### src/include/ilc_consts.vh
// constants for the instruction length and cycle decoder
`ifndef ILC_CONSTS_VH
`define ILC_CONSTS_VH
// axi-lite register byte offsets
`define ILC_OFF_CTRL 8'h00
`define ILC_OFF_INSTR 8'h04
`define ILC_OFF_OPND 8'h08
`define ILC_OFF_RESULT 8'h0c
`define ILC_OFF_TIMING 8'h10
`define ILC_OFF_DPR0 8'h14
`define ILC_OFF_DPR1 8'h18
`define ILC_OFF_DPR2 8'h1c
`define ILC_OFF_DPR3 8'h20
`define ILC_OFF_STATUS 8'h24
`define ILC_OFF_XFER 8'h28
// control register fields
`define ILC_CTRL_M_BIT 0
`define ILC_CTRL_X_BIT 1
`define ILC_CTRL_LONG_BIT 2
`define ILC_CTRL_ZDIV_BIT 3
`define ILC_CTRL_START_BIT 4
`define ILC_CTRL_RESET 32'h0000_0003
// instruction classes (written into instr[7:4])
`define ILC_CL_PLAIN 4'h0
`define ILC_CL_IMM_M 4'h1
`define ILC_CL_IMM_X 4'h2
`define ILC_CL_IMMCNT 4'h3
`define ILC_CL_BRANCH 4'h4
`define ILC_CL_BRK 4'h5
`define ILC_CL_BITN 4'h6
`define ILC_CL_DIV 4'h7
`define ILC_CL_MUL 4'h8
`define ILC_CL_BLK1 4'h9
`define ILC_CL_BLK2 4'ha
`define ILC_CL_RTSD 4'hb
`define ILC_CL_DPRX 4'hc
`define ILC_CL_IMMN 4'hd
`define ILC_CL_XFER 4'he
`define ILC_CL_IMMREP 4'hf
// timing constants in cycles
`define ILC_DIV_EXTRA 8'h08
`define ILC_MUL_EXTRA 8'h04
`define ILC_ZDIV_CYC 16'h0010
`define ILC_BLK_MUL 16'h0005
`define ILC_BLK1_ADD 16'h000a
`define ILC_BLK2_ADD 16'h000e
`define ILC_BLK2_ONE 16'h000a
`define ILC_REP_MUL 16'h0012
`define ILC_REP_ADD 16'h0005
`define ILC_DPR_EXTRA 8'h01
// limits
`define ILC_IMM_MAX 5'h1f
`define ILC_BITN_MAX 4'hf
`define ILC_B_PREFIX 8'h81
`define ILC_DBG_ID 32'h0000_5a5a
`endif

### src/rtl/ilc_calc.v
// combinational length and cycle calculation for one decoded instruction
`timescale 1ns/1ps
`include "ilc_consts.vh"
module ilc_calc (
    input wire [31:0] instr,
    input wire [31:0] opnd,
    input wire [15:0] dpr_low_nz,
    input wire flag_m,
    input wire flag_x,
    input wire long_op,
    input wire zero_div,
    output reg [7:0] length,
    output reg [15:0] cycles,
    output reg acc_b,
    output reg disp_long,
    output reg debug_only,
    output reg illegal,
    output reg [7:0] opcode_out,
    output reg [3:0] dpr_mask
);
    wire [3:0] cls = instr[7:4];
    wire [3:0] base_len = instr[3:0];
    wire [7:0] base_cyc = instr[15:8];
    wire [7:0] op = instr[23:16];
    wire [7:0] prefix = instr[31:24];
    wire [15:0] cnt = opnd[15:0];

    // per-class length and cycle adjustment; counts are minimum figures
    always @* begin
        length = {4'h0, base_len};
        cycles = {8'h00, base_cyc};
        acc_b = (prefix == `ILC_B_PREFIX);
        disp_long = 1'b0;
        debug_only = 1'b0;
        illegal = 1'b0;
        opcode_out = op;
        dpr_mask = 4'h0;
        // dpr addressing adds a cycle if the used register's low byte is nonzero;
        // the dpr-indexed class (ILC_CL_DPRX) names its register in opnd[1:0]
        if (cls == `ILC_CL_DPRX && opnd[7:2] == 6'h00) begin
            if (dpr_low_nz[{opnd[1:0], 2'b00}]) begin
                cycles = cycles + {8'h00, `ILC_DPR_EXTRA};
            end
        end
        case (cls)
            `ILC_CL_IMM_M: if (!flag_m) length = length + 8'h01;
            `ILC_CL_IMM_X: if (!flag_x) length = length + 8'h01;
            `ILC_CL_IMMCNT: begin
                if (opnd[7:5] != 3'b000) illegal = 1'b1;
                else opcode_out = op + {3'b000, opnd[4:0]};
            end
            `ILC_CL_BRANCH: begin
                disp_long = long_op;
                length = length + (long_op ? 8'h02 : 8'h01);
            end
            `ILC_CL_BRK: debug_only = 1'b1;
            `ILC_CL_BITN: if (opnd[7:4] != 4'h0) illegal = 1'b1;
            `ILC_CL_DIV: begin
                if (zero_div) cycles = `ILC_ZDIV_CYC;
                else if (long_op) cycles = cycles + {8'h00, `ILC_DIV_EXTRA};
            end
            `ILC_CL_MUL: if (long_op) cycles = cycles + {8'h00, `ILC_MUL_EXTRA};
            `ILC_CL_BLK1: if (cnt[0]) cycles = cnt * `ILC_BLK_MUL + `ILC_BLK1_ADD;
            `ILC_CL_BLK2: begin
                if (cnt == 16'h0001) cycles = `ILC_BLK2_ONE;
                else if (cnt[0]) cycles = cnt * `ILC_BLK_MUL + `ILC_BLK2_ADD;
            end
            `ILC_CL_RTSD: begin
                dpr_mask = opnd[3:0];
                if (opnd[3:0] == 4'h0) illegal = 1'b1;
                // single register uses first opcode, several use the second
                if (opnd[3:0] == 4'h1 || opnd[3:0] == 4'h2 || opnd[3:0] == 4'h4 ||
                        opnd[3:0] == 4'h8) opcode_out = op;
                else opcode_out = op + 8'h01;
            end
            `ILC_CL_DPRX: begin
                if (opnd[7:2] != 6'h00) illegal = 1'b1;
                else opcode_out = op | {2'b00, opnd[1:0], 4'h0};
            end
            `ILC_CL_IMMN: if (!flag_m) length = length + {4'h0, opnd[3:0]};
            `ILC_CL_IMMREP: if (!flag_m) cycles = cnt * `ILC_REP_MUL + `ILC_REP_ADD;
            default: ;
        endcase
    end
endmodule

### src/rtl/ilc_top.v
// decoder block: axi-lite register shell around the length/cycle calculator
//
// Our own choices: the register addresses and the AXI4-Lite interface to the registers.
`timescale 1ns/1ps
`include "ilc_consts.vh"
module ilc_top #(
    parameter DBG_ID = `ILC_DBG_ID // arbitrary identification value
) (
    input wire REF_CLK,
    input wire RST,
    input wire [7:0] S_AXI_AWADDR,
    input wire S_AXI_AWVALID,
    output reg S_AXI_AWREADY,
    input wire [31:0] S_AXI_WDATA,
    input wire [3:0] S_AXI_WSTRB,
    input wire S_AXI_WVALID,
    output reg S_AXI_WREADY,
    output reg [1:0] S_AXI_BRESP,
    output reg S_AXI_BVALID,
    input wire S_AXI_BREADY,
    input wire [7:0] S_AXI_ARADDR,
    input wire S_AXI_ARVALID,
    output reg S_AXI_ARREADY,
    output reg [31:0] S_AXI_RDATA,
    output reg [1:0] S_AXI_RRESP,
    output reg S_AXI_RVALID,
    input wire S_AXI_RREADY,
    output reg DEBUG_BREAK,
    output reg ILLEGAL
);
    reg [31:0] ctrl;
    reg [31:0] instr;
    reg [31:0] opnd;
    reg [15:0] direct_page_reg [0:3];
    reg [31:0] result;
    reg [31:0] timing;
    reg [31:0] status;
    reg [7:0] aw_addr;
    reg aw_have;
    reg [31:0] w_data;
    reg [3:0] w_strb;
    reg w_have;
    wire [7:0] c_len;
    wire [15:0] c_cyc;
    wire c_accb;
    wire c_long;
    wire c_dbg;
    wire c_ill;
    wire [7:0] c_op;
    wire [3:0] c_mask;
    wire [15:0] dpr_low_nz;
    wire flag_m = ctrl[`ILC_CTRL_M_BIT];
    wire flag_x = ctrl[`ILC_CTRL_X_BIT];
    wire do_write = aw_have && w_have && !S_AXI_BVALID;
    genvar g;

    // low-byte nonzero indication per direct page register, spaced by four bits
    generate
        for (g = 0; g < 4; g = g + 1) begin : g_nz
            assign dpr_low_nz[g*4] = (direct_page_reg[g][7:0] != 8'h00);
            assign dpr_low_nz[g*4+3:g*4+1] = 3'b000;
        end
    endgenerate

    ilc_calc u_calc (
        .instr(instr),
        .opnd(opnd),
        .dpr_low_nz(dpr_low_nz),
        .flag_m(flag_m),
        .flag_x(flag_x),
        .long_op(ctrl[`ILC_CTRL_LONG_BIT]),
        .zero_div(ctrl[`ILC_CTRL_ZDIV_BIT]),
        .length(c_len),
        .cycles(c_cyc),
        .acc_b(c_accb),
        .disp_long(c_long),
        .debug_only(c_dbg),
        .illegal(c_ill),
        .opcode_out(c_op),
        .dpr_mask(c_mask)
    );

    // write address and data channels, taken in either order
    always @(posedge REF_CLK) begin
        if (RST) begin
            S_AXI_AWREADY <= 1'b0;
            S_AXI_WREADY <= 1'b0;
            aw_have <= 1'b0;
            w_have <= 1'b0;
            aw_addr <= 8'h00;
            w_data <= 32'h0000_0000;
            w_strb <= 4'h0;
        end else begin
            S_AXI_AWREADY <= !aw_have && !S_AXI_AWREADY && S_AXI_AWVALID;
            S_AXI_WREADY <= !w_have && !S_AXI_WREADY && S_AXI_WVALID;
            if (S_AXI_AWVALID && S_AXI_AWREADY) begin
                aw_have <= 1'b1;
                aw_addr <= S_AXI_AWADDR;
            end else if (do_write) begin
                aw_have <= 1'b0;
            end
            if (S_AXI_WVALID && S_AXI_WREADY) begin
                w_have <= 1'b1;
                w_data <= S_AXI_WDATA;
                w_strb <= S_AXI_WSTRB;
            end else if (do_write) begin
                w_have <= 1'b0;
            end
        end
    end

    // byte-lane merge helper
    function [31:0] merge;
        input [31:0] old;
        input [31:0] nw;
        input [3:0] st;
        integer i;
        begin
            merge = old;
            for (i = 0; i < 4; i = i + 1)
                if (st[i]) merge[i*8 +: 8] = nw[i*8 +: 8];
        end
    endfunction

    // registers are 16 bits, so the upper half of the merged word is dropped on purpose
    wire [1:0] dpr_wr_idx = aw_addr[3:2] - 2'b01;
    wire [31:0] dpr_merged = merge({16'h0, direct_page_reg[dpr_wr_idx]}, w_data, w_strb);

    // register writes, decode start and response
    always @(posedge REF_CLK) begin
        if (RST) begin
            ctrl <= `ILC_CTRL_RESET;
            instr <= 32'h0000_0000;
            opnd <= 32'h0000_0000;
            direct_page_reg[0] <= 16'h0000;
            direct_page_reg[1] <= 16'h0000;
            direct_page_reg[2] <= 16'h0000;
            direct_page_reg[3] <= 16'h0000;
            result <= 32'h0000_0000;
            timing <= 32'h0000_0000;
            status <= 32'h0000_0000;
            S_AXI_BVALID <= 1'b0;
            S_AXI_BRESP <= 2'b00;
            DEBUG_BREAK <= 1'b0;
            ILLEGAL <= 1'b0;
        end else begin
            if (S_AXI_BVALID && S_AXI_BREADY) S_AXI_BVALID <= 1'b0;
            if (do_write) begin
                S_AXI_BVALID <= 1'b1;
                S_AXI_BRESP <= 2'b00;
                if (aw_addr[7:2] == 6'h00) begin
                    ctrl <= merge(ctrl, w_data, w_strb) & 32'h0000_000f;
                    if (w_strb[0] && w_data[`ILC_CTRL_START_BIT]) begin
                        // latch calculated length, cycles and decode flags
                        result <= {4'h0, c_mask, c_op, 4'h0, c_ill, c_dbg, c_long, c_accb,
                            c_len};
                        timing <= {16'h0000, c_cyc};
                        DEBUG_BREAK <= c_dbg;
                        ILLEGAL <= c_ill;
                        status <= {30'h0, c_ill, 1'b1};
                    end
                end else if (aw_addr == `ILC_OFF_INSTR) begin
                    instr <= merge(instr, w_data, w_strb);
                end else if (aw_addr == `ILC_OFF_OPND) begin
                    opnd <= merge(opnd, w_data, w_strb);
                end else if (aw_addr >= `ILC_OFF_DPR0 && aw_addr <= `ILC_OFF_DPR3) begin
                    direct_page_reg[dpr_wr_idx] <= dpr_merged[15:0];
                end else if (aw_addr == `ILC_OFF_XFER) begin
                    // copy one direct page register into another at flag width
                    if (flag_m)
                        direct_page_reg[w_data[3:2]] <= {direct_page_reg[w_data[3:2]][15:8],
                            direct_page_reg[w_data[1:0]][7:0]};
                    else
                        direct_page_reg[w_data[3:2]] <= direct_page_reg[w_data[1:0]];
                end else if (aw_addr != `ILC_OFF_RESULT && aw_addr != `ILC_OFF_TIMING &&
                        aw_addr != `ILC_OFF_STATUS) begin
                    S_AXI_BRESP <= 2'b10;
                end
            end
        end
    end

    // read channel; one cycle from address taken to data
    always @(posedge REF_CLK) begin
        if (RST) begin
            S_AXI_ARREADY <= 1'b0;
            S_AXI_RVALID <= 1'b0;
            S_AXI_RDATA <= 32'h0000_0000;
            S_AXI_RRESP <= 2'b00;
        end else begin
            S_AXI_ARREADY <= !S_AXI_ARREADY && !S_AXI_RVALID && S_AXI_ARVALID;
            if (S_AXI_RVALID && S_AXI_RREADY) S_AXI_RVALID <= 1'b0;
            if (S_AXI_ARVALID && S_AXI_ARREADY) begin
                S_AXI_RVALID <= 1'b1;
                S_AXI_RRESP <= 2'b00;
                if (S_AXI_ARADDR == `ILC_OFF_CTRL) S_AXI_RDATA <= ctrl;
                else if (S_AXI_ARADDR == `ILC_OFF_INSTR) S_AXI_RDATA <= instr;
                else if (S_AXI_ARADDR == `ILC_OFF_OPND) S_AXI_RDATA <= opnd;
                else if (S_AXI_ARADDR == `ILC_OFF_RESULT) S_AXI_RDATA <= result;
                else if (S_AXI_ARADDR == `ILC_OFF_TIMING) S_AXI_RDATA <= timing;
                else if (S_AXI_ARADDR == `ILC_OFF_STATUS) S_AXI_RDATA <= status;
                else if (S_AXI_ARADDR >= `ILC_OFF_DPR0 && S_AXI_ARADDR <= `ILC_OFF_DPR3)
                    S_AXI_RDATA <= {16'h0, direct_page_reg[S_AXI_ARADDR[3:2] - 2'b01]};
                else begin
                    S_AXI_RDATA <= 32'h0000_0000;
                    S_AXI_RRESP <= 2'b10;
                end
            end
        end
    end
endmodule

### config.mk
export PLATFORM = sky130hd
export DESIGN_NAME = ilc_top
export DESIGN_NICKNAME = d
export VERILOG_FILES = /design/src/rtl/ilc_calc.v /design/src/rtl/ilc_top.v
export VERILOG_INCLUDE_DIRS = /design/src /design/src/include
export SDC_FILE = /design/constraint.sdc
export NUM_CORES = 1
export LEC_CHECK = 0
export BUFFER_PORTS_ARGS = -buffer_cell sky130_fd_sc_hd__buf_2
export CORE_ASPECT_RATIO = 1.75
export CORE_MARGIN = 10
export CORE_UTILIZATION = 60
export CTS_CLUSTER_SIZE = 40
export DETAILED_ROUTE_END_ITERATION = 12
export PLACE_DENSITY = 0.79
export SLEW_MARGIN = 20
export SYNTH_ARGS = -nofsm -noshare
export SYNTH_HDL_FRONTEND = slang
export SYNTH_SLANG_ARGS = --single-unit
### constraint.sdc
create_clock -name REF_CLK -period 6.6 [get_ports REF_CLK]
set_input_delay 1.32 -clock REF_CLK [delete_from_list [all_inputs] [get_ports REF_CLK]]
set_output_delay 1.32 -clock REF_CLK [all_outputs]
set_load 0.01 [all_outputs]
==> flow_summary.json <==
{
  "status": "complete, no violations",
  "synth_top_family_by_area": "simple AND/OR/NAND/NOR gates",
  "cts.htree.levels": 1,
  "insertion_delay_ns": 0.56,
  "drive_gt1_share_pct": 12.4,
  "drv_cap": 0,
  "leakagePower_nw": 6.64,
  "overflow": 0,
  "path_buf_inv": 1,
  "yosysMostFrequentCell": "nand2_1",
  "finalHoldViolCount": 0,
  "diodes": 0,
  "dieArea_um2": 32800,
  "die_h_um": 232,
  "power_density_nw_per_um2": 194,
  "synth_xor_area_share_pct": 2.67,
  "reg2regPathDepth": 12,
  "drv_slew": 0,
  "cts_setup_buffers": 0,
  "path_depth": 12,
  "synthesis.area_um2": 15400,
  "grt_pass1_wl_um": 81300,
  "clock_skew_ns": 0.0134,
  "synth_fa_ha_area_share_pct": 6.64,
  "finalSetupViolCount": 0,
  "synth_edf_count": 64,
  "wl_per_cell_um": 24.8,
  "cts_hold_buffers": 0,
  "antenna_found_initial": 0,
  "syn_area_per_cell_um2": 8.71,
  "crit_type": "flop to flop",
  "final_core_util_pct": 66.5,
  "min_path_type": "flop to flop",
  "comb_power_share_pct": 4.7,
  "drtIter0Drc": 1269,
  "yosysSeqAreaShare_pct": 37.5,
  "ant_nets": 0,
  "max-slew-margin-rel_pct": 18.8,
  "grt_pass1_vias": 14200,
  "drt_pass1_iterations": 9,
  "yosys-top-cells-area": "dfxtp_1 (25%), edfxtp_1 (12%), ha_1 (5.9%)",
  "root_buffer": "clkbuf_16",
  "start_util_pct": 60.8,
  "period_share_pct": 61.3,
  "worst_r2r_endpoint": "timing[12]$_SDFFE_PP0P_",
  "seq_power_share_pct": 50.9,
  "synth_ff_type": "dfxtp_1",
  "vdd_drop_max_mv": 0.230,
  "synth_mux_area_share_pct": 7.61,
  "ios": 102,
  "row_count": 77,
  "critPathLaunch": "opnd[1]$_SDFFE_PP0P_",
  "critPathMaxStageDelay_ns": 0.57,
  "clkSinkCount": 257,
  "cp-endpoint": "timing[12]$_SDFFE_PP0P_",
  "grt_max_degree": 71,
  "ys_types": 94,
  "place.gp.congestion": 1.06,
  "startpoint_type": "flop",
  "yosysTopAreaCellShare_pct": 25.1,
  "cp_cell_sequence": "buf_4, ha_1, ha_1, fa_1, a21o_1, a21o_1, xnor2_1, nor4_4, nand2_2, or4_1, o2111ai_1, a21oi_1",
  "rsz0062_at_grt": "no",
  "hpwl_um": 39400,
  "path_max_fanout": 15,
  "hp-start": "S_AXI_RDATA[18]$_SDFFE_PP0P_",
  "totalWireLength_um": 53300,
  "largest_reg_flops": 64,
  "reg2reg_from": "opnd[1]$_SDFFE_PP0P_",
  "whs_path_depth": 2,
  "layout.nets": 1946,
  "netSwitchingFraction_pct": 24.1,
  "ys_seq_elements": 257,
  "yosysWarnings": 0,
  "worst_ep_required_time_ns": 7.04,
  "crit_path_end_kind": "flop",
  "min_period_ns": 4.05,
  "arrival_ns": 4.49,
  "synth-simple-area-share_pct": 21.1,
  "synth_compound_area_share_pct": 20.4,
  "post_cts_resize_count": 0,
  "cts_buffer_depth": 3,
  "synth_largest_area_cell": "dfxtp_1",
  "drt-vias-per-instance": 6.80,
  "drc": 0,
  "tightestPinTransition_ns": 1.21,
  "async_flop_share_pct": 0,
  "place_area_um2": 16000,
  "numCtsBuffers": 25,
  "die_w_um": 141,
  "vias": 14600,
  "clk_pin_slew_ns": 0.07,
  "io_buffers": 99,
  "regToRegSetupSlack_ns": 2.55,
  "p_sw_uw": 790,
  "finalSetupTns_ns": 0,
  "design_area_um2": 16900,
  "synthCells": 1769,
  "synthToLayoutAreaGrowth_pct": 9.33,
  "synth_common_cells": "nand2_1 (214), dfxtp_1 (193), nor2_1 (185)",
  "fp.coreArea_um2": 25300,
  "crit_family": "simple AND/OR/NAND/NOR gates",
  "internal-power_mw": 2.49,
  "pwr-share-clk_pct": 44.4,
  "grtUsageTotal_pct": 31.5,
  "slowest_stage": "dfxtp_1",
  "cts_tree": "yes",
  "fmax_mhz": 247
}
==> worst min path at each step <==
stage                              endpoint  slack [ns]
3_3_place_gp   S_AXI_RDATA[24]$_SDFFE_PP0P_        0.44
3_5_place_dp   S_AXI_RDATA[25]$_SDFFE_PP0P_        0.44
2_1_floorplan      S_AXI_AWREADY$_SDFF_PP0_        0.42
6_report       S_AXI_RDATA[18]$_SDFFE_PP0P_        0.46
5_1_grt               opnd[25]$_SDFFE_PP0P_        0.47
4_1_cts        S_AXI_RDATA[25]$_SDFFE_PP0P_        0.45
==> per-layer routing <==
| layer | up-vias | GRT usage (%) | routed length (µm) |
|---|---|---|---|
| met2 | 725 | 56.0 | 27300 |
| met5 | - | 0 | 0 |
| met3 | 265 | 4.48 | 3650 |
| met4 | 0 | 23.7 | 4480 |
| li1 | 6640 | - | - |
| met1 | 6956 | 32.5 | 17800 |
==> area by class of cell <==
class,count,area [µm²]
Multi-Input combinational cell,1356,9030
Clock buffer,29,641
Fill cell,2157,8480
Timing Repair Buffer,118,641
Clock inverter,17,169
Sequential cell,257,5790
Tap cell,316,395
Inverter,51,191
==> power groups by stage <==
stage	registers [mW]	clock network [mW]	logic (mW)
after floorplan	1.69	0	0.104
after global placement	1.70	0	0.151
after detailed placement	1.70	0	0.152
after CTS	1.67	1.45	0.153
after global routing	1.67	1.52	0.167
final	1.67	1.45	0.155
==> cell families after synthesis <==
logic type      Yosys count
compound gates          481
xor+xnor                 47
fa+ha+maj                79
buf+inv                 157
flops                   257
mux                      77
other cells               1
simple gates            670
==> metrics by stage <==
| stage | setup slack, ns | hold WS (ns) | std cells | power, mW |
|---|---|---|---|---|
| 3_3_place_gp | 2.17 | 0.439 | 2098 | 1.85 |
| 5_1_grt | 2.39 | 0.470 | 2144 | 3.35 |
| 3_5_place_dp | 2.09 | 0.445 | 2098 | 1.85 |
| 4_1_cts | 2.59 | 0.453 | 2144 | 3.28 |
| 2_1_floorplan | 2.50 | 0.417 | 1770 | 1.79 |
| 6_report | 2.55 | 0.455 | 2144 | 3.28 |
==> placed cells by master (no fill, tap or decap), drive strengths merged, types with 28 or more instances in the layout <==
cell and n:
a21oi 176, a22oi 33, buf 118, clkbuf 29, dfxtp 193, edfxtp 64
ha 73, inv 55, mux2i 44, mux4 32, nand2 217, nand3 84
nor2 185, nor3 35, nor4 28, o21ai 76
==> worst register-to-register path, cell delays in order (launching register included) <==
cell and delay, ns:
dfxtp_1 0.57, buf_4 0.35, ha_1 0.30, ha_1 0.24, fa_1 0.44, a21o_1 0.23, a21o_1 0.20, xnor2_1 0.22
nor4_4 0.37, nand2_2 0.15, or4_1 0.54, o2111ai_1 0.18, a21oi_1 0.12
Power figures use the tool's default switching activity.
